$ cat src/rtl/dpds_cfg.svh
// offsets, field positions, reset values and fixed figures of the output clock control block
`ifndef DPDS_CFG_SVH
`define DPDS_CFG_SVH

// ----------------------------------------------------------------------------
// register offsets
// ----------------------------------------------------------------------------
`define DPDS_DELAY_FIRST 8'h34
`define DPDS_DELAY_LAST 8'h3A
`define DPDS_RAMP_A 8'h35
`define DPDS_FINE_A 8'h36
`define DPDS_RAMP_B 8'h39
`define DPDS_FINE_B 8'h3A
`define DPDS_OUTCTL_FIRST 8'h3C
`define DPDS_OUTCTL_LAST 8'h43
`define DPDS_DIV_FIRST 8'h48
`define DPDS_PHASE_FIRST 8'h49
`define DPDS_PHASE_LAST 8'h57
`define DPDS_FUNC 8'h58

// ----------------------------------------------------------------------------
// field positions
// ----------------------------------------------------------------------------
`define DPDS_PH_OFS_MSB 3
`define DPDS_PH_START_BIT 4
`define DPDS_RAMP_CODE_MSB 2
`define DPDS_CAP_MSB 5
`define DPDS_CAP_LSB 3
`define DPDS_FINE_MSB 5
`define DPDS_FINE_LSB 1
`define DPDS_OUT_OFF_BIT 0
`define DPDS_OUT_CMOS_BIT 1
`define DPDS_FUNC_SOFTSYNC_BIT 2
`define DPDS_FUNC_MODE_LSB 5
`define DPDS_FUNC_ASLEEP_BIT 7

// ----------------------------------------------------------------------------
// pin modes, reset values, figures
// ----------------------------------------------------------------------------
`define DPDS_MODE_HRESET 2'h0
`define DPDS_MODE_SYNC 2'h1
`define DPDS_MODE_SLEEP 2'h2
`define DPDS_RST_BYTE 8'h00
`define DPDS_RAMP_STEP_UA 11'h0C8
`define DPDS_START_HIGH_STEP 5'h10

`endif

$ cat src/rtl/dpds_pkg.sv
// types shared by the output clock control block
package dpds_pkg;

  // divide ratio byte: low and high cycles minus one
  typedef struct packed {
    logic [3:0] lo;
    logic [3:0] hi;
  } dpds_div_cfg_s;

  // phase byte: start level and coarse offset
  typedef struct packed {
    logic [2:0] rsvd;
    logic start_high;
    logic [3:0] offset;
  } dpds_phase_s;

  // decoded settings handed to one analog delay path
  typedef struct packed {
    logic [10:0] ramp_ua;
    logic [2:0] caps;
    logic [4:0] fine;
  } dpds_delay_s;

  // chip power and sync state
  typedef enum logic [3:0] {
    DPDS_RUN = 4'h1,
    DPDS_SYNC = 4'h2,
    DPDS_SLEEP = 4'h4,
    DPDS_HRESET = 4'h8
  } dpds_state_e;

endpackage : dpds_pkg

$ cat src/rtl/dpds_divider.sv
// one output divider with coarse phase offset and start level
`timescale 1ns/1ps
`include "dpds_cfg.svh"
module dpds_divider (
  input wire logic clock,
  input wire logic resetn,
  input wire logic halt,
  input wire logic sync_hold,
  input wire dpds_pkg::dpds_div_cfg_s div_cfg,
  input wire dpds_pkg::dpds_phase_s phase,
  output logic clk_out
);

  logic [4:0] cnt_q;
  logic out_q;
  logic [4:0] delay;

  // 32 delay states: offset alone, or offset plus 16 with start high
  assign delay = {1'b0, phase.offset} + (phase.start_high ? `DPDS_START_HIGH_STEP : 5'h00);

  // counter cleared while halted and preloaded with the delay while sync holds, counting fast edges after release
  always_ff @(posedge clock or negedge resetn) begin
    if (!resetn) begin
      cnt_q <= 5'h00;
      out_q <= 1'b0;
    end else if (halt) begin
      cnt_q <= 5'h00;
      out_q <= 1'b0;
    end else if (sync_hold) begin
      cnt_q <= delay;
      out_q <= phase.start_high;
    end else if (cnt_q == 5'h00) begin
      // whole fast periods only, so an offset equal to the ratio repeats phase zero
      out_q <= ~out_q;
      cnt_q <= out_q ? {1'b0, div_cfg.lo} : {1'b0, div_cfg.hi};
    end else begin
      cnt_q <= cnt_q - 5'h01;
    end
  end

  assign clk_out = out_q;

endmodule : dpds_divider

$ cat src/rtl/dpds_delay_calc.sv
// decodes the ramp and fine adjust bytes of one delay path
`timescale 1ns/1ps
`include "dpds_cfg.svh"
module dpds_delay_calc (
  input wire logic clock,
  input wire logic resetn,
  input wire logic [7:0] ramp_byte,
  input wire logic [7:0] fine_byte,
  output dpds_pkg::dpds_delay_s settings
);

  // capacitors in use: one per zero bit of the field, plus one
  function automatic logic [2:0] cap_count(input logic [2:0] f);
    cap_count = 3'h1 + {2'h0, ~f[0]} + {2'h0, ~f[1]} + {2'h0, ~f[2]};
  endfunction : cap_count

  logic [10:0] ramp_ua;
  assign ramp_ua = 11'(`DPDS_RAMP_STEP_UA * ({8'h00, ramp_byte[`DPDS_RAMP_CODE_MSB:0]} + 11'h001));

  // registered so the analog path sees glitch-free codes
  always_ff @(posedge clock or negedge resetn) begin
    if (!resetn) begin
      settings <= '0;
    end else begin
      settings.ramp_ua <= ramp_ua;
      settings.caps <= cap_count(ramp_byte[`DPDS_CAP_MSB:`DPDS_CAP_LSB]);
      settings.fine <= fine_byte[`DPDS_FINE_MSB:`DPDS_FINE_LSB];
    end
  end

endmodule : dpds_delay_calc

$ cat src/rtl/dpds_top.sv
// output clock control: dividers, phase, delay settings, output enables and sleep
`timescale 1ns/1ps
`include "dpds_cfg.svh"
module dpds_top (
  input wire logic clock,
  input wire logic resetn,
  input wire logic function_pin,
  input wire logic reg_wr_en,
  input wire logic reg_rd_en,
  input wire logic [7:0] reg_addr,
  input wire logic [7:0] reg_wdata,
  output logic [7:0] reg_rdata,
  output logic reg_rvalid,
  output logic [7:0] clk_out,
  output logic [7:0] out_enable,
  output logic [3:0] out_cmos_sel,
  output logic [3:0] lvpecl_safe_off,
  output logic pll_powerdown,
  output logic asleep,
  output dpds_pkg::dpds_delay_s delayed_output_a_cfg,
  output dpds_pkg::dpds_delay_s delayed_output_b_cfg
);

  // --------------------------------------------------------------------------
  // address decode helpers
  // --------------------------------------------------------------------------

  // odd bytes 49h..57h carry phase, the even byte below each carries the ratio
  function automatic logic is_phase(input logic [7:0] a);
    is_phase = (a >= `DPDS_PHASE_FIRST) && (a <= `DPDS_PHASE_LAST) && a[0];
  endfunction : is_phase

  function automatic logic is_div(input logic [7:0] a);
    is_div = (a >= `DPDS_DIV_FIRST) && (a < `DPDS_PHASE_LAST) && !a[0];
  endfunction : is_div

  function automatic logic is_outctl(input logic [7:0] a);
    is_outctl = (a >= `DPDS_OUTCTL_FIRST) && (a <= `DPDS_OUTCTL_LAST);
  endfunction : is_outctl

  // divider index from a phase or ratio byte address
  function automatic logic [2:0] div_index(input logic [7:0] a);
    logic [7:0] d;
    d = a - `DPDS_DIV_FIRST;
    div_index = d[3:1];
  endfunction : div_index

  // output index from an output control byte address
  function automatic logic [2:0] out_index(input logic [7:0] a);
    logic [7:0] d;
    d = a - `DPDS_OUTCTL_FIRST;
    out_index = d[2:0];
  endfunction : out_index

  // --------------------------------------------------------------------------
  // function pin synchroniser
  // --------------------------------------------------------------------------

  logic [2:0] pin_sync_q;
  logic pin_low_q;

  // three stages; a change counts only once stages two and three agree
  always_ff @(posedge clock or negedge resetn) begin
    if (!resetn) begin
      pin_sync_q <= 3'h7;
    end else begin
      pin_sync_q <= {pin_sync_q[1:0], function_pin};
    end
  end

  // filtered pin level, active high when the pin is held low
  always_ff @(posedge clock or negedge resetn) begin
    if (!resetn) begin
      pin_low_q <= 1'b0;
    end else if (pin_sync_q[1] == pin_sync_q[2]) begin
      pin_low_q <= ~pin_sync_q[2];
    end
  end

  // --------------------------------------------------------------------------
  // register storage
  // --------------------------------------------------------------------------

  dpds_pkg::dpds_div_cfg_s div_cfg_q [0:7];
  dpds_pkg::dpds_phase_s phase_q [0:7];
  logic [7:0] outctl_q [0:7];
  logic [7:0] ramp_a_q;
  logic [7:0] fine_a_q;
  logic [7:0] ramp_b_q;
  logic [7:0] fine_b_q;
  logic [1:0] pin_mode_q;
  logic soft_sync_q;

  dpds_pkg::dpds_state_e state_q;
  dpds_pkg::dpds_state_e state_d;
  logic hard_reset;

  // hard reset acts from the filtered pin so one noisy sample cannot wipe state
  assign hard_reset = pin_low_q && (pin_mode_q == `DPDS_MODE_HRESET);

  // divider ratio and phase bytes; writes land in every power state but hard reset
  always_ff @(posedge clock or negedge resetn) begin
    if (!resetn) begin
      for (int i = 0; i < 8; i++) begin
        div_cfg_q[i] <= `DPDS_RST_BYTE;
        phase_q[i] <= `DPDS_RST_BYTE;
      end
    end else if (hard_reset) begin
      for (int i = 0; i < 8; i++) begin
        div_cfg_q[i] <= `DPDS_RST_BYTE;
        phase_q[i] <= `DPDS_RST_BYTE;
      end
    end else if (reg_wr_en && is_phase(reg_addr)) begin
      // upper reserved bits are not stored and read as zero
      phase_q[div_index(reg_addr)] <= {3'h0, reg_wdata[`DPDS_PH_START_BIT:0]};
    end else if (reg_wr_en && is_div(reg_addr)) begin
      div_cfg_q[div_index(reg_addr)] <= reg_wdata;
    end
  end

  // output enable and level bytes
  always_ff @(posedge clock or negedge resetn) begin
    if (!resetn) begin
      for (int i = 0; i < 8; i++) begin
        outctl_q[i] <= `DPDS_RST_BYTE;
      end
    end else if (hard_reset) begin
      for (int i = 0; i < 8; i++) begin
        outctl_q[i] <= `DPDS_RST_BYTE;
      end
    end else if (reg_wr_en && is_outctl(reg_addr)) begin
      // only off and level bits exist; level is meaningless on the LVPECL four
      outctl_q[out_index(reg_addr)] <= {6'h00, reg_wdata[`DPDS_OUT_CMOS_BIT:0]};
    end
  end

  // delay path bytes, kept only for the two delayed outputs
  always_ff @(posedge clock or negedge resetn) begin
    if (!resetn) begin
      ramp_a_q <= `DPDS_RST_BYTE;
      fine_a_q <= `DPDS_RST_BYTE;
      ramp_b_q <= `DPDS_RST_BYTE;
      fine_b_q <= `DPDS_RST_BYTE;
    end else if (hard_reset) begin
      ramp_a_q <= `DPDS_RST_BYTE;
      fine_a_q <= `DPDS_RST_BYTE;
      ramp_b_q <= `DPDS_RST_BYTE;
      fine_b_q <= `DPDS_RST_BYTE;
    end else if (reg_wr_en) begin
      unique case (reg_addr)
        `DPDS_RAMP_A: ramp_a_q <= {2'h0, reg_wdata[`DPDS_CAP_MSB:0]};
        `DPDS_FINE_A: fine_a_q <= {2'h0, reg_wdata[`DPDS_FINE_MSB:`DPDS_FINE_LSB], 1'b0};
        `DPDS_RAMP_B: ramp_b_q <= {2'h0, reg_wdata[`DPDS_CAP_MSB:0]};
        `DPDS_FINE_B: fine_b_q <= {2'h0, reg_wdata[`DPDS_FINE_MSB:`DPDS_FINE_LSB], 1'b0};
        default: ;
      endcase
    end
  end

  // function pin mode and soft sync
  always_ff @(posedge clock or negedge resetn) begin
    if (!resetn) begin
      pin_mode_q <= `DPDS_MODE_HRESET;
      soft_sync_q <= 1'b0;
    end else if (hard_reset) begin
      pin_mode_q <= `DPDS_MODE_HRESET;
      soft_sync_q <= 1'b0;
    end else if (reg_wr_en && (reg_addr == `DPDS_FUNC)) begin
      pin_mode_q <= reg_wdata[`DPDS_FUNC_MODE_LSB+1:`DPDS_FUNC_MODE_LSB];
      soft_sync_q <= reg_wdata[`DPDS_FUNC_SOFTSYNC_BIT];
    end
  end

  // --------------------------------------------------------------------------
  // power and sync state
  // --------------------------------------------------------------------------

  // sleep outranks sync: sync circuits are off while asleep
  always_comb begin
    state_d = dpds_pkg::DPDS_RUN;
    if (hard_reset) begin
      state_d = dpds_pkg::DPDS_HRESET;
    end else if (pin_low_q && (pin_mode_q == `DPDS_MODE_SLEEP)) begin
      state_d = dpds_pkg::DPDS_SLEEP;
    end else if ((pin_low_q && (pin_mode_q == `DPDS_MODE_SYNC)) || soft_sync_q) begin
      state_d = dpds_pkg::DPDS_SYNC;
    end
  end

  always_ff @(posedge clock or negedge resetn) begin
    if (!resetn) begin
      state_q <= dpds_pkg::DPDS_RUN;
    end else begin
      state_q <= state_d;
    end
  end

  logic halt;
  logic sync_hold;

  // waking drops straight to run; phase alignment needs a fresh sync from outside
  always_comb begin
    halt = 1'b0;
    sync_hold = 1'b0;
    unique case (state_q)
      dpds_pkg::DPDS_RUN: ;
      dpds_pkg::DPDS_SYNC: sync_hold = 1'b1;
      dpds_pkg::DPDS_SLEEP: halt = 1'b1;
      dpds_pkg::DPDS_HRESET: halt = 1'b1;
      default: halt = 1'b1;
    endcase
  end

  // --------------------------------------------------------------------------
  // register read port
  // --------------------------------------------------------------------------

  logic [7:0] rd_mux;

  // reads answer in every state, sleep included
  always_comb begin
    rd_mux = 8'h00;
    if (is_phase(reg_addr)) begin
      rd_mux = phase_q[div_index(reg_addr)];
    end else if (is_div(reg_addr)) begin
      rd_mux = div_cfg_q[div_index(reg_addr)];
    end else if (is_outctl(reg_addr)) begin
      rd_mux = outctl_q[out_index(reg_addr)];
    end else begin
      unique case (reg_addr)
        `DPDS_RAMP_A: rd_mux = ramp_a_q;
        `DPDS_FINE_A: rd_mux = fine_a_q;
        `DPDS_RAMP_B: rd_mux = ramp_b_q;
        `DPDS_FINE_B: rd_mux = fine_b_q;
        `DPDS_FUNC: rd_mux = {asleep, pin_mode_q, 2'h0, soft_sync_q, 2'h0};
        default: rd_mux = 8'h00;
      endcase
    end
  end

  always_ff @(posedge clock or negedge resetn) begin
    if (!resetn) begin
      reg_rdata <= 8'h00;
      reg_rvalid <= 1'b0;
    end else begin
      reg_rvalid <= reg_rd_en;
      if (reg_rd_en) begin
        reg_rdata <= rd_mux;
      end
    end
  end

  // --------------------------------------------------------------------------
  // dividers and delay paths
  // --------------------------------------------------------------------------

  for (genvar g = 0; g < 8; g++) begin : g_div
    dpds_divider u_div (
      .clock(clock),
      .resetn(resetn),
      .halt(halt),
      .sync_hold(sync_hold),
      .div_cfg(div_cfg_q[g]),
      .phase(phase_q[g]),
      .clk_out(clk_out[g])
    );
  end

  // settings stay live in sleep so a wake needs no rewrite
  dpds_delay_calc u_delay_a (
    .clock(clock),
    .resetn(resetn),
    .ramp_byte(ramp_a_q),
    .fine_byte(fine_a_q),
    .settings(delayed_output_a_cfg)
  );

  dpds_delay_calc u_delay_b (
    .clock(clock),
    .resetn(resetn),
    .ramp_byte(ramp_b_q),
    .fine_byte(fine_b_q),
    .settings(delayed_output_b_cfg)
  );

  // --------------------------------------------------------------------------
  // output stage control
  // --------------------------------------------------------------------------

  // enables gated by sleep; the LVPECL four go to safe off instead of floating
  always_ff @(posedge clock or negedge resetn) begin
    if (!resetn) begin
      out_enable <= 8'h00;
      out_cmos_sel <= 4'h0;
      lvpecl_safe_off <= 4'h0;
      pll_powerdown <= 1'b0;
      asleep <= 1'b0;
    end else begin
      for (int i = 0; i < 8; i++) begin
        out_enable[i] <= ~outctl_q[i][`DPDS_OUT_OFF_BIT] && !halt;
      end
      for (int i = 0; i < 4; i++) begin
        out_cmos_sel[i] <= outctl_q[i+4][`DPDS_OUT_CMOS_BIT];
        lvpecl_safe_off[i] <= halt;
      end
      pll_powerdown <= (state_d == dpds_pkg::DPDS_SLEEP);
      asleep <= (state_q == dpds_pkg::DPDS_SLEEP);
    end
  end

endmodule : dpds_top

$ cat config.mk
export PLATFORM = sky130hd
export DESIGN_NAME = dpds_top
export DESIGN_NICKNAME = d
export VERILOG_FILES = /design/src/rtl/dpds_pkg.sv /design/src/rtl/dpds_divider.sv /design/src/rtl/dpds_delay_calc.sv /design/src/rtl/dpds_top.sv
export VERILOG_INCLUDE_DIRS = /design/src /design/src/rtl
export SDC_FILE = /design/constraint.sdc
export NUM_CORES = 1
export LEC_CHECK = 0
export BUFFER_PORTS_ARGS = -buffer_cell sky130_fd_sc_hd__buf_4
export CELL_PAD_IN_SITES_DETAIL_PLACEMENT = 0
export CELL_PAD_IN_SITES_GLOBAL_PLACEMENT = 1
export CORE_ASPECT_RATIO = 1.4
export CORE_MARGIN = 1.5
export CORE_UTILIZATION = 50
export CTS_BUF_LIST = sky130_fd_sc_hd__clkbuf_16
export DETAILED_ROUTE_END_ITERATION = 16
export GPL_TIMING_DRIVEN = 1
export HOLD_SLACK_MARGIN = 0.1
export PLACE_DENSITY = 0.93
export SETUP_SLACK_MARGIN = 0.3
export SLEW_MARGIN = 30
export SYNTH_ARGS = -nofsm -noshare
export SYNTH_HDL_FRONTEND = slang
export SYNTH_SLANG_ARGS = --single-unit
$ cat constraint.sdc
create_clock -name clock -period 3.5 [get_ports clock]
set_input_delay 0.175 -clock clock [delete_from_list [all_inputs] [get_ports clock]]
set_output_delay 0.175 -clock clock [all_outputs]
set_load 0.02 [all_outputs]
# After elaboration in Yosys (flattened, before gate mapping)

Index checks and enable logic that the tools add are counted.

Register bits: 339
Input bits: 21
Output and inout port bits: 73
Logic and storage cells: 330

$add $sub $neg: 26
Multipliers: 2
Order comparisons: 10
Eq/ne operators: 21
Muxes and demuxes: 112
Bitwise logic cells: 25
Reduce and logical (&&, ||, !) cells: 48

Operator list:

| cell                                                               | count |
|---|---|
| 2-to-1 mux 64 bit                                                  | 7 |
| bitwise mux 64 bit                                                 | 3 |
| 2-to-1 mux 8 bit                                                   | 23 |
| 2-to-1 mux 5 bit                                                   | 32 |
| binary-select mux 8 bit (select 3 bit)                             | 3 |
| demux 8 bit (select 3 bit)                                         | 2 |
| adder 4 x 5 -> 5 bit                                               | 8 |
| logical NOT 5 bit                                                  | 8 |
| one-hot mux 8 bit (5 select lines)                                 | 1 |
| subtractor 5 x 1 -> 5 bit (second input constant)                  | 8 |
| 2-to-1 mux 4 bit                                                   | 9 |
| equality test 8 x 6 -> 1 bit (second input constant)               | 4 |
| 2-to-1 mux 1 bit                                                   | 28 |
| inequality test 3 x 1 -> 1 bit (second input constant)             | 8 |
| NOT 1 bit                                                          | 23 |
| logical AND 1 bit                                                  | 22 |
| multiplier 5 x 11 -> 8 bit (first input constant)                  | 2 |
| nonzero test 2 bit                                                 | 9 |
| greater-or-equal comparator 8 x 7 -> 1 bit (second input constant) | 2 |
| <= comparator 8 x 7 -> 1 bit (second input constant)               | 2 |
| adder 3 x 1 -> 3 bit                                               | 4 |
| AND reduction 2 bit                                                | 5 |
| adder 3 x 1 -> 4 bit (second input constant)                       | 2 |
| equality test 4 x 3 -> 1 bit (second input constant)               | 2 |
| other kinds (21)                                                   | 27 |

# Logic depth before layout (Yosys ltp)

Gate-level depths: netlist (run 1).

Depth after elaboration: 10
Gate-level depth with buffers: 8
Gate-level depth less buffers: 8

# Modules after synthesis

A second synthesis (run 1) with hierarchy kept.

Cell total of the unflattened synthesis: 1214
Area total of the unflattened synthesis: 13106.3 um^2

Modules (own cells, without submodules):

| module          | times used | cells each | area an instance (um^2) | sequential area each (um^2) |
|---|---|---|---|---|
| dpds_top        | 1          | 822        | 8604.5                  | 4409.2 |
| dpds_divider    | 8          | 37         | 396.6                   | 150.1 |
| dpds_delay_calc | 2          | 48         | 664.4                   | 400.4 |

# Worst setup path before layout (run 1)

No wires, ideal clock.

Path kind: flip-flop to flip-flop
Start: register ramp_a_q[0]
End: register u_delay_a.settings[18] (netlist bit)
Setup time: 123 ps
Data arrival time: 1742 ps
Required time: 3377 ps
Setup slack: 1634 ps
Cell stages (with the launch flop): 9
Path buffers: 0
Clock period less this slack: 1866 ps
Path through: dfrtp_1 ha_1 xor2_1 inv_1 ha_1 inv_1 ha_1 nor2b_1 xnor2_1

Word-level cells in the longest chain between the ends: 2

Ends and longest elaborated chain:

| element                                     | RTL line              | text |
|---|---|---|
| from (decl)                                 | dpds_top.sv:87        | `logic [7:0] ramp_a_q;` |
| from (signal assigned)                      | dpds_top.sv:140       | `` ramp_a_q <= `DPDS_RST_BYTE; `` |
| from (signal assigned)                      | dpds_top.sv:145       | `` ramp_a_q <= `DPDS_RST_BYTE; `` |
| from (signal assigned)                      | dpds_top.sv:151       | `` `DPDS_RAMP_A: ramp_a_q <= {2'h0, reg_wdata[`DPDS_CAP_MSB:0]}; `` |
| adder 3 x 1 -> 4 bit                        | dpds_delay_calc.sv:18 | `` assign ramp_ua = 11'(`DPDS_RAMP_STEP_UA * ({8'h00, ramp_byte[`DPDS_RAMP_CODE_MSB:0]} + 11'h001)); `` |
| multiplier 5 x 11 -> 8 bit (no source line) | --                    |  |
| named net u_delay_a.ramp_ua[10]             | dpds_delay_calc.sv:17 | `logic [10:0] ramp_ua;` |
| to (decl)                                   | dpds_delay_calc.sv:9  | `output dpds_pkg::dpds_delay_s settings` |

The timed path passes the listed nets, and every way through them passes these cells.
A chain may end at the register's enable or synchronous reset.

# Final worst setup path (run 1)

Start: input reg_wr_en
End: register div_cfg_q[13] (netlist bit)

Word-level cells in the longest chain between the ends: 3
Elaborated cells on any way between the ends: 5
Those cells by class: eq/ne: 1; reduce/logical: 4

Ends and longest elaborated chain:

| element                                                                             | RTL line                         | text |
|---|---|---|
| from (decl)                                                                         | dpds_top.sv:8                    | `input wire logic reg_wr_en,` |
| logical AND 1 bit, on equally long branches                                         | dpds_top.sv:113, dpds_top.sv:116 |  |
| inequality test 2 bit (no source line) / nonzero test 2 bit (equally long branches) | --                               |  |
| AND reduction 2 bit (no source line) (*)                                            | --                               |  |
| to (signal, indexed assignment)                                                     | dpds_top.sv:105                  | `` div_cfg_q[i] <= `DPDS_RST_BYTE; `` |
| to (signal, indexed assignment)                                                     | dpds_top.sv:110                  | `` div_cfg_q[i] <= `DPDS_RST_BYTE; `` |
| to (signal, indexed assignment)                                                     | dpds_top.sv:117                  | `div_cfg_q[div_index(reg_addr)] <= reg_wdata;` |
| to (decl)                                                                           | dpds_top.sv:84                   | `dpds_pkg::dpds_div_cfg_s div_cfg_q [0:7];` |

Mark *: on every way between the ends. The rest lies on a longest branch, timed or not.

==> metrics, run 1 <==
reg-to-reg setup timing slack=1.42 ns; initial antenna violation count=0; Synth Cell Area=12600 µm²; Top Metal Used=met4; CP most frequent cell=nor2b_1; final slew viol count=0; commonest non-fill, non-tap cell in the layout=dfrtp_1; initial core utilization=51.0%; Leak=6.85 nW; setup_tns=0 ns; met2 WL=16600 µm; Period minus WS final=2.46 ns; Fmax=406 MHz; Final #Nets=1236; area share of the largest cell type after synthesis=50.0%; Clock Skews=0.0102 ns; flops & latches, synth=256; area of the core=24800 µm²; CP max stage cell=nor2b_1; Clock Latency Late Sink=0.52 ns; CP startpoint kind=primary input; die area=26200 µm²; critical path cell sequence=dlygate4sd3_1, buf_4, nor2b_1, nand4_1, nor2b_1, mux2i_1, nor2_1; required time worst endpoint=3.87 ns; DR DRC count=0; gr usage total=25.7%; ys flop type=dfrtp_1; CTS buffer count=24; number of flops mapped to enable cells by yosys=0; Area contributors post-synth=dfrtp_1 (50%), mux2i_1 (12%), mux4_2 (5.4%); worst setup path class=in -> reg; maximum buffer depth of the clock tree=3; Hold Path Class=in -> reg; power per cell area=435 nW/µm²; CTS tree=yes; io pins=94; WL met1=12200 µm; yosys warns=0; vias per inst=6.00; unrepaired setup endpoints after global routing=false; final setup violation count=0; Root Buffer=clkbuf_16; FF/Latch Area=6410 µm²; crit path DAT=2.83 ns; drt first-iter violations=811; row count=68; die width=137 µm; routed wl met3=1870 µm; maxcap violations=0; largest net degree at the start of global routing=100; grt ovf=0; status=completed; number of distinct library cells after synthesis=58; Multi-input gate area=5640 µm²; mean routed wirelength per cell=21.3 µm; Slew headroom=36.2%; Port Buffers=87; area grow syn2layout=13.0%; Clock Pin Slew Worst Setup and Hold Paths=0.07 ns; Pre-antenna DRT Iters=7; dpl cells=1466; hold buffers post-CTS=12; layout cells sized above 1=16.7%; worst-path fanout max=16; H-tree depth=1; Largest stage delay, worst path=0.85 ns; vias in the first global route=9322; Max VDD drop=455 µV; DR vias=9136; # fillers=1989; Critical Path End Type=register; DP HPWL=22200 µm; asr flop ratio synth=100%; # resized after CTS=0; Routed Antenna Nets=0; gpl congestion=0.889; postcts setup bufs=0; wirelength, routed=32400 µm; first-pass GRT wire length=51600 µm; Sink Count=256; count of final hold-check violations=0; area leader, netlist=dfrtp_1; Non-Filler Instances=1523; most frequent cells in the layout=dfrtp_1 (252), mux2i_1 (155), nor2_1 (137); Die Height=191 µm; crit path buf inv count=2; Mapped Cells=1142; Avg Inst Size Synth=11.0 µm²; CP delay by family, top=simple AND/OR/NAND/NOR gates; Final Cycle Share=70.4%; worst slew pin tran=0.950 ns; sequential share of the synthesized area=50.8%; Total Power=6.20 mW
cell usage after synthesis (all sizes together), types with 2 or more instances:
| master | number |
|---|---|
| a211oi | 2 |
| nand2 | 109 |
| nor2 | 137 |
| nand4 | 7 |
| nand2b | 5 |
| dfrtp | 252 |
| mux2 | 13 |
| dfstp | 4 |
| inv | 39 |
| a32o | 14 |
| buf | 38 |
| a22oi | 14 |
| a21oi | 47 |
| mux4 | 30 |
| a221o | 5 |
| fa | 3 |
| xnor2 | 16 |
| nor4b | 4 |
| nand3 | 33 |
| or3 | 3 |
| nor3 | 15 |
| o21ai | 38 |
| o22ai | 7 |
| or4b | 2 |
| mux2i | 155 |
| nor4 | 7 |
| xor2 | 15 |
| clkbuf | 58 |
| nor2b | 11 |
| a22o | 21 |
| ha | 23 |
layer usage:
metal  GRT usage (%)  vias to the layer above
li1                -                     4079
met3            3.47                       99
met2            43.8                      367
met4            13.2                        0
met5               0                        -
met1            31.6                     4591
worst paths after layout:
check / from / endpoint / cells past startpoint
max: reg_wr_en / div_cfg_q[13] / 7
min: reg_addr[7] / reg_rdata[1] / 4
max reg2reg: state_q[0] / g_div[4].u_div.clk_out / 3
min reg2reg: pin_sync_q[0] / pin_sync_q[1] / 0
max in group asynchronous: resetn / u_delay_a.settings[7] / 3
min in group asynchronous: resetn / g_div[6].u_div.cnt_q[4] / 2
sequential cells by signal, summed over array words and instances, names as in the netlist, 2 cells and up:
register	cells
g_div.u_div.clk_out	8
pin_mode_q	2
state_q	3
fine_b_q	5
ramp_b_q	6
out_cmos_sel	4
u_delay_b.settings	16
g_div.u_div.cnt_q	40
outctl_q	16
out_enable	8
u_delay_a.settings	16
reg_rdata	8
pin_sync_q	3
fine_a_q	5
phase_q	40
ramp_a_q	6
div_cfg_q	64
power breakdown:
group / switching [mW] / leakage [nW] / total [mW] / internal, mW
Clock: 1.12 / 0.417 / 2.64 / 1.52
Combinational: 0.365 / 2.93 / 0.516 / 0.151
Sequential: 0.0476 / 3.50 / 3.05 / 3.00
worst min-delay path, cell delays in order:
cell	delay, ns
buf_4	0.12
o32ai_1	0.17
nand2_1	0.11
a21oi_1	0.06
per-stage QoR:
stage / utilization, % / worst slack, ns / instance area [µm²] / hold slack [ns]
2_1_floorplan: - / 1.63 / 12600 / -0.121
3_3_place_gp: 53.9 / 1.03 / 13300 / 0.162
3_5_place_dp: 53.9 / 1.01 / 13300 / 0.170
4_1_cts: 57.6 / 1.12 / 14300 / 0.138
5_1_grt: 57.6 / 0.861 / 14300 / 0.158
6_report: 57.6 / 1.04 / 14300 / 0.153
cells by family after synthesis:
kind of cell             Yosys count  share of synthesized area, %
AO/OA/AOI/OAI                    155                          8.14
XOR/XNOR                          31                          2.15
adder cells (fa/ha/maj)           26                          2.76
buffers and inverters            135                          4.82
flip-flops                       256                          50.8
multiplexers                     198                          18.8
other                              1                        0.0297
AND/OR/NAND/NOR                  340                          12.5
final cells by class:
| class | count | share of cell area (%) |
|---|---|---|
| clock inverter | 19 | 1.18 |
| sequential | 256 | 44.9 |
| timing repair buffer | 110 | 6.14 |
| tap | 315 | 2.76 |
| inverter | 39 | 1.04 |
| clock buffer | 25 | 4.39 |
| multi-input combinational | 758 | 39.5 |
| antenna | 1 | 0.0175 |
No activity file was read; power rests on OpenSTA's default activity.
==> run 2, diff against run 1 <==
--- a/config.mk
+++ b/config.mk
@@ -11,12 +11,12 @@
 export CELL_PAD_IN_SITES_GLOBAL_PLACEMENT = 1
 export CORE_ASPECT_RATIO = 1.4
 export CORE_MARGIN = 1.5
-export CORE_UTILIZATION = 50
+export CORE_UTILIZATION = 49
 export CTS_BUF_LIST = sky130_fd_sc_hd__clkbuf_16
 export DETAILED_ROUTE_END_ITERATION = 16
 export GPL_TIMING_DRIVEN = 1
 export HOLD_SLACK_MARGIN = 0.1
-export PLACE_DENSITY = 0.93
+export PLACE_DENSITY = 0.92
 export SETUP_SLACK_MARGIN = 0.3
 export SLEW_MARGIN = 30
 export SYNTH_ARGS = -nofsm -noshare
==> constraint.sdc (replaced) <==
create_clock -name clock -period 2.5 [get_ports clock]
set_input_delay 0.125 -clock clock [delete_from_list [all_inputs] [get_ports clock]]
set_output_delay 0.125 -clock clock [all_outputs]
set_load 0.02 [all_outputs]
==> run 2 against run 1 <==
Routed wire length up 4.2%. Setup slack worse by 0.63 ns. Highest routed layer unchanged. First-iteration DRC count down 0.62%.
==> metrics, run 2 (synthesized netlist as in run 1, its figures left out) <==
Critical path destination=g_div[6].u_div.clk_out (was div_cfg_q[13]); CP startpoint kind=register (was primary input); Hold Path Class=in -> async (was in -> reg); drt first-iter violations=806 (was 811); Util after Layout=56.9% (was 57.6%); maxcap violations=0 (unchanged); io pins=94 (unchanged); Top reg by flops=div_cfg_q (unchanged); required time worst endpoint=2.96 ns (was 3.87 ns); max reg flops=64 (unchanged); Root Buffer=clkbuf_16 (unchanged); H-tree depth=1 (unchanged); gpl congestion=0.913 (was 0.889); final slew viol count=0 (unchanged); # fillers=2073 (was 1989); Worst Slack Setup Final=0.405 ns (was 1.04 ns); vias in the first global route=9400 (was 9322); largest registers=div_cfg_q x64, g_div.u_div.cnt_q x40, phase_q x40 (unchanged); CP max stage cell=or4b_2 (was nor2b_1); CP delay by family, top=simple AND/OR/NAND/NOR gates (unchanged); Critical Path End Type=register (unchanged); count of final hold-check violations=0 (unchanged); die area=26700 µm² (was 26200 µm²); Die Height=193 µm (was 191 µm); Clock Pin Slew Worst Setup and Hold Paths=0.06 ns (was 0.07 ns); worst-path fanout max=17 (was 16); Max VDD drop=576 µV (was 455 µV); Critical Path Source=state_q[0] (was reg_wr_en); DR vias=9231 (was 9136); die width=139 µm (was 137 µm); most frequent cells in the layout=dfrtp_1 (252), mux2i_1 (155), nor2_1 (137) (unchanged); WL met1=12600 µm (was 12200 µm); reg-to-reg setup timing slack=0.40 ns (was 1.42 ns); gr usage total=25.5% (was 25.7%); Slew headroom=59.3% (was 36.2%); Clock Latency Late Sink=0.52 ns (about the same); worst slew pin tran=0.609 ns (was 0.950 ns); dpl cells=1486 (was 1466); initial antenna violation count=0 (unchanged); Clock Skews=0.00730 ns (was 0.0102 ns); Period minus WS final=2.10 ns; grt ovf=0 (unchanged); largest net degree at the start of global routing=93 (was 100); final setup violation count=0 (unchanged); maximum buffer depth of the clock tree=3 (unchanged); power per cell area=606 nW/µm² (was 435 nW/µm²); Total Power=8.76 mW (was 6.20 mW); # resized after CTS=0 (unchanged); Pre-antenna DRT Iters=5 (was 7); reg2reg end=g_div[6].u_div.clk_out (was g_div[4].u_div.clk_out); first-pass GRT wire length=53100 µm (was 51600 µm); postcts setup bufs=0 (unchanged); setup_tns=0 ns (unchanged); Final #Nets=1255 (was 1236); initial core utilization=49.7% (was 51.0%); Reg2Reg Depth=3 (unchanged); Hold WS=0.101 ns (was 0.153 ns); cell count along the critical path=3 (was 7); area grow syn2layout=14.5% (was 13.0%); CTS buffer count=25 (was 24); Final Cycle Share=83.8%; Fmax=477 MHz; DR DRC count=0 (unchanged); CTS tree=yes (unchanged); critical path cell sequence=or4b_2, nor4_1, a221o_1 (was dlygate4sd3_1, buf_4, nor2b_1, nand4_1, nor2b_1, mux2i_1, nor2_1); RR Startpoint=state_q[0] (unchanged); Antenna Cells=0 (was 1); crit path buf inv count=0 (was 2); row count=69 (was 68); DP HPWL=23200 µm (was 22200 µm); crit path DAT=2.55 ns (was 2.83 ns); Non-Filler Instances=1544 (was 1523); pre-CTS setup slack=0.409 ns (was 1.01 ns); cell area after layout=14400 µm² (was 14300 µm²); Routed Antenna Nets=0 (unchanged); Largest stage delay, worst path=0.89 ns (was 0.85 ns); wirelength, routed=33700 µm (was 32400 µm); layout cells sized above 1=17.8% (was 16.7%); Port Buffers=87 (unchanged); Top Metal Used=met4 (unchanged); unrepaired setup endpoints after global routing=false (unchanged); Leak=6.92 nW (was 6.85 nW); met2 WL=17300 µm (was 16600 µm); dpl cell area=13500 µm² (was 13300 µm²); status=completed (unchanged); mean routed wirelength per cell=21.8 µm (was 21.3 µm); vias per inst=5.98 (was 6.00); routed wl met3=1920 µm (was 1870 µm); Sink Count=256 (unchanged); commonest non-fill, non-tap cell in the layout=dfrtp_1 (unchanged); area of the core=25400 µm² (was 24800 µm²); worst setup path class=reg -> reg (was in -> reg); hold buffers post-CTS=14 (was 12)
-- run 2: worst min-delay path by stage --
stage | end | from | slack (ns) | depth (start not counted)
floorplan | asleep | resetn | -0.17 | 0
global placement | g_div[7].u_div.cnt_q[3] | resetn | 0.06 | 1
detailed placement | phase_q[3] | resetn | 0.06 | 1
CTS | g_div[7].u_div.cnt_q[2] | resetn | 0.11 | 2
global route | phase_q[3] | resetn | 0.14 | 2
finish | phase_q[3] | resetn | 0.10 | 2
-- run 2: area by class of cell --
class,instances,area [µm²],area share (%)
inverter,39,148,1.02
multi-input combinational,758,5640,39.0
tap,319,399,2.76
clock buffer,25,626,4.33
timing repair buffer,128,1050,7.29
clock inverter,19,173,1.20
sequential,256,6410,44.4
-- run 2: power by group --
part	internal (mW)	leakage (nW)	switching, mW
logic	0.232	3.03	0.519
registers	4.20	3.50	0.0725
clock network	2.13	0.395	1.60
-- run 2: routing by layer --
| metal | vias to the layer above | global-route usage, % |
|---|---|---|
| li1 | 4094 | - |
| met1 | 4667 | 30.1 |
| met2 | 362 | 45.2 |
| met3 | 108 | 3.40 |
| met4 | 0 | 14.5 |
| met5 | - | 0 |
==> run 3, diff against run 2 <==
--- a/config.mk
+++ b/config.mk
@@ -11,12 +11,12 @@
 export CELL_PAD_IN_SITES_GLOBAL_PLACEMENT = 1
 export CORE_ASPECT_RATIO = 1.4
 export CORE_MARGIN = 1.5
-export CORE_UTILIZATION = 49
+export CORE_UTILIZATION = 44
 export CTS_BUF_LIST = sky130_fd_sc_hd__clkbuf_16
 export DETAILED_ROUTE_END_ITERATION = 16
 export GPL_TIMING_DRIVEN = 1
 export HOLD_SLACK_MARGIN = 0.1
-export PLACE_DENSITY = 0.92
+export PLACE_DENSITY = 0.88
 export SETUP_SLACK_MARGIN = 0.3
 export SLEW_MARGIN = 30
 export SYNTH_ARGS = -nofsm -noshare
==> constraint.sdc (replaced) <==
create_clock -name clock -period 1.7 [get_ports clock]
set_input_delay 0.085 -clock clock [delete_from_list [all_inputs] [get_ports clock]]
set_output_delay 0.085 -clock clock [all_outputs]
set_load 0.02 [all_outputs]
==> run 3 against run 2 <==
Maximum frequency up 14%. Critical endpoint is now u_delay_b.settings[18]. The flow now finishes with violations (setup timing). Non-clock buffer count up 166. Combinational power up 130%. Global-route usage up 2.3 points. Sequential power up 48%. Via count up 11%. Power up 59%.
==> metrics, run 3 (synthesized netlist as in run 1, its figures left out) <==
critical path cell sequence=ha_4, xor2_4, inv_2, ha_4, inv_2, ha_4, xnor2_1, xnor2_1 (was or4b_2, nor4_1, a221o_1); Port Buffers=87 (unchanged); failing checks=setup timing; Critical Path End Type=register (unchanged); area grow syn2layout=35.8% (was 14.5%); final setup violation count=5 (was 0); Leak=8.10 nW (was 6.92 nW); die area=29700 µm² (was 26700 µm²); unrepaired setup endpoints after global routing=true (was false); worst hold stages=5; Fmax=542 MHz (was 477 MHz); crit path DAT=2.27 ns (was 2.55 ns); DR DRC count=0 (unchanged); worst slew pin tran=0.568 ns (was 0.609 ns); Worst Slack Setup Final=-0.144 ns (was 0.405 ns); Reg2Reg Depth=8 (was 3); CTS buffer count=25 (unchanged); Multi-input gate area=6370 µm² (was 5640 µm²); Clock Pin Slew Worst Setup and Hold Paths=0.07 ns (was 0.06 ns); first-pass GRT wire length=62800 µm (was 53100 µm); gpl congestion=0.905 (was 0.913); Final #Nets=1422 (was 1255); worst setup path class=reg -> reg (unchanged); Pre-antenna DRT Iters=4 (was 5); Largest stage delay, worst path=0.45 ns (was 0.89 ns); initial antenna violation count=0 (unchanged); most frequent cells in the layout=dfrtp_1 (240), buf_4 (225), mux2i_1 (153) (was dfrtp_1 (252), mux2i_1 (155), nor2_1 (137)); CP max stage cell=dfrtp_2 (was or4b_2); CP startpoint kind=register (unchanged); DR vias=10300 (was 9231); largest registers=div_cfg_q x64, g_div.u_div.cnt_q x40, phase_q x40 (unchanged); vias in the first global route=10700 (was 9400); maximum buffer depth of the clock tree=3 (unchanged); DP HPWL=24500 µm (was 23200 µm); FF/Latch Area=6430 µm² (was 6410 µm²); Hold Path Class=in -> reg (was in -> async); Routed Antenna Nets=0 (unchanged); final slew viol count=0 (unchanged); CP most frequent cell=ha_4; drt first-iter violations=750 (was 806); Total Power=13.9 mW (was 8.76 mW); row count=73 (was 69); layout cells sized above 1=35.6% (was 17.8%); count of final hold-check violations=0 (unchanged); maxcap violations=0 (unchanged); H-tree depth=1 (unchanged); Clock Skews=0.0166 ns (was 0.00730 ns); largest net degree at the start of global routing=60 (was 93); Antenna Cells=0 (unchanged); power per cell area=813 nW/µm² (was 606 nW/µm²); setup_tns=-0.329 ns (was 0 ns); Sink Count=256 (unchanged); commonest non-fill, non-tap cell in the layout=dfrtp_1 (unchanged); io pins=94 (unchanged); vias per inst=5.82 (was 5.98); Clock Latency Late Sink=0.55 ns (was 0.52 ns); Die Height=203 µm (was 193 µm); status=finished with violations (was completed); die width=146 µm (was 139 µm); # fillers=2117 (was 2073); gr usage total=27.8% (was 25.5%); worst-path fanout max=3 (was 17); Top reg by flops=div_cfg_q (unchanged); Period minus WS final=1.84 ns (was 2.10 ns); required time worst endpoint=2.12 ns (was 2.96 ns); grt ovf=0 (unchanged); Final Cycle Share=108% (was 83.8%); CTS tree=yes (unchanged); initial core utilization=44.6% (was 49.7%); Root Buffer=clkbuf_16 (unchanged); wirelength, routed=41800 µm (was 33700 µm); mean routed wirelength per cell=23.6 µm (was 21.8 µm); Slew headroom=61.8% (was 59.3%); area of the core=28300 µm² (was 25400 µm²); Max VDD drop=636 µV (was 576 µV); max reg flops=64 (unchanged)
-- run 3: cell count changes in the layout (fill, tap and decap cells not counted), sizes merged --
cell	before	now
or4b	2	3
buf	114	278
clkbuf	25	26
clkinvlp	2	1
bufinv	3	5
dlymetal6s4s	0	1
clkinv	13	9
inv	40	43
-- run 3: what timing repair did --
action,CTS,global route
gates cloned,10,1
endpoints found under the hold margin,406,0
hold buffers,15,0
endpoints found under the setup margin,208,214
pin swaps,51,27
setup buffers,62,21
resized for setup,100,46
-- run 3: final cells by class --
cell class,count,area share (%)
flip-flops and latches,256,37.5
repair buffers,294,16.8
multi-input cells,759,37.2
clock buffers,25,3.65
inverters,39,0.898
well taps,375,2.74
clock inverters,19,1.26
-- run 3: per-stage QoR --
stage	utilization [%]	instance area, µm²	setup WS, ns	hold slack [ns]	std cells
3_3_place_gp	51.3	14500	-0.0934	0.0305	1614
2_1_floorplan	-	13000	-0.0652	-0.211	1149
3_5_place_dp	51.3	14500	-0.114	0.0240	1614
6_report	60.5	17100	-0.144	0.102	1767
5_1_grt	60.5	17100	-0.217	0.118	1767
4_1_cts	59.0	16700	-0.152	0.0869	1745
-- run 3: report_power, final --
| part | internal [mW] | switching, mW |
|---|---|---|
| clock network | 3.43 | 2.45 |
| registers | 6.18 | 0.114 |
| logic | 0.748 | 1.02 |
-- run 3: final timing paths --
path                                from                endpoint  slack, ns
min in group asynchronous         resetn            outctl_q[48]       0.57
min reg2reg                pin_sync_q[0]           pin_sync_q[1]       0.36
max                          ramp_b_q[1]  u_delay_b.settings[18]      -0.14
min                          reg_addr[5]            reg_rdata[1]       0.10
max in group asynchronous         resetn             ramp_b_q[1]       0.45
max reg2reg                  ramp_b_q[1]  u_delay_b.settings[18]      -0.14
-- run 3: layer usage --
metal | vias to the layer above | wire (µm) | track usage, %
li1 | 4444 | - | -
met1 | 5190 | 14600 | 30.8
met2 | 458 | 20700 | 48.3
met3 | 191 | 2630 | 4.16
met4 | 0 | 3860 | 21.1
met5 | - | 0 | 0
-- run 3: worst max-delay path, delay by kind of cell (launching register included) --
| kind | cells | cell delay [ns] |
|---|---|---|
| adders and majority gates | 3 | 0.61 |
| xor gates and xnor gates | 3 | 0.57 |
| DFF | 1 | 0.45 |
| buffers and inverters | 2 | 0.11 |
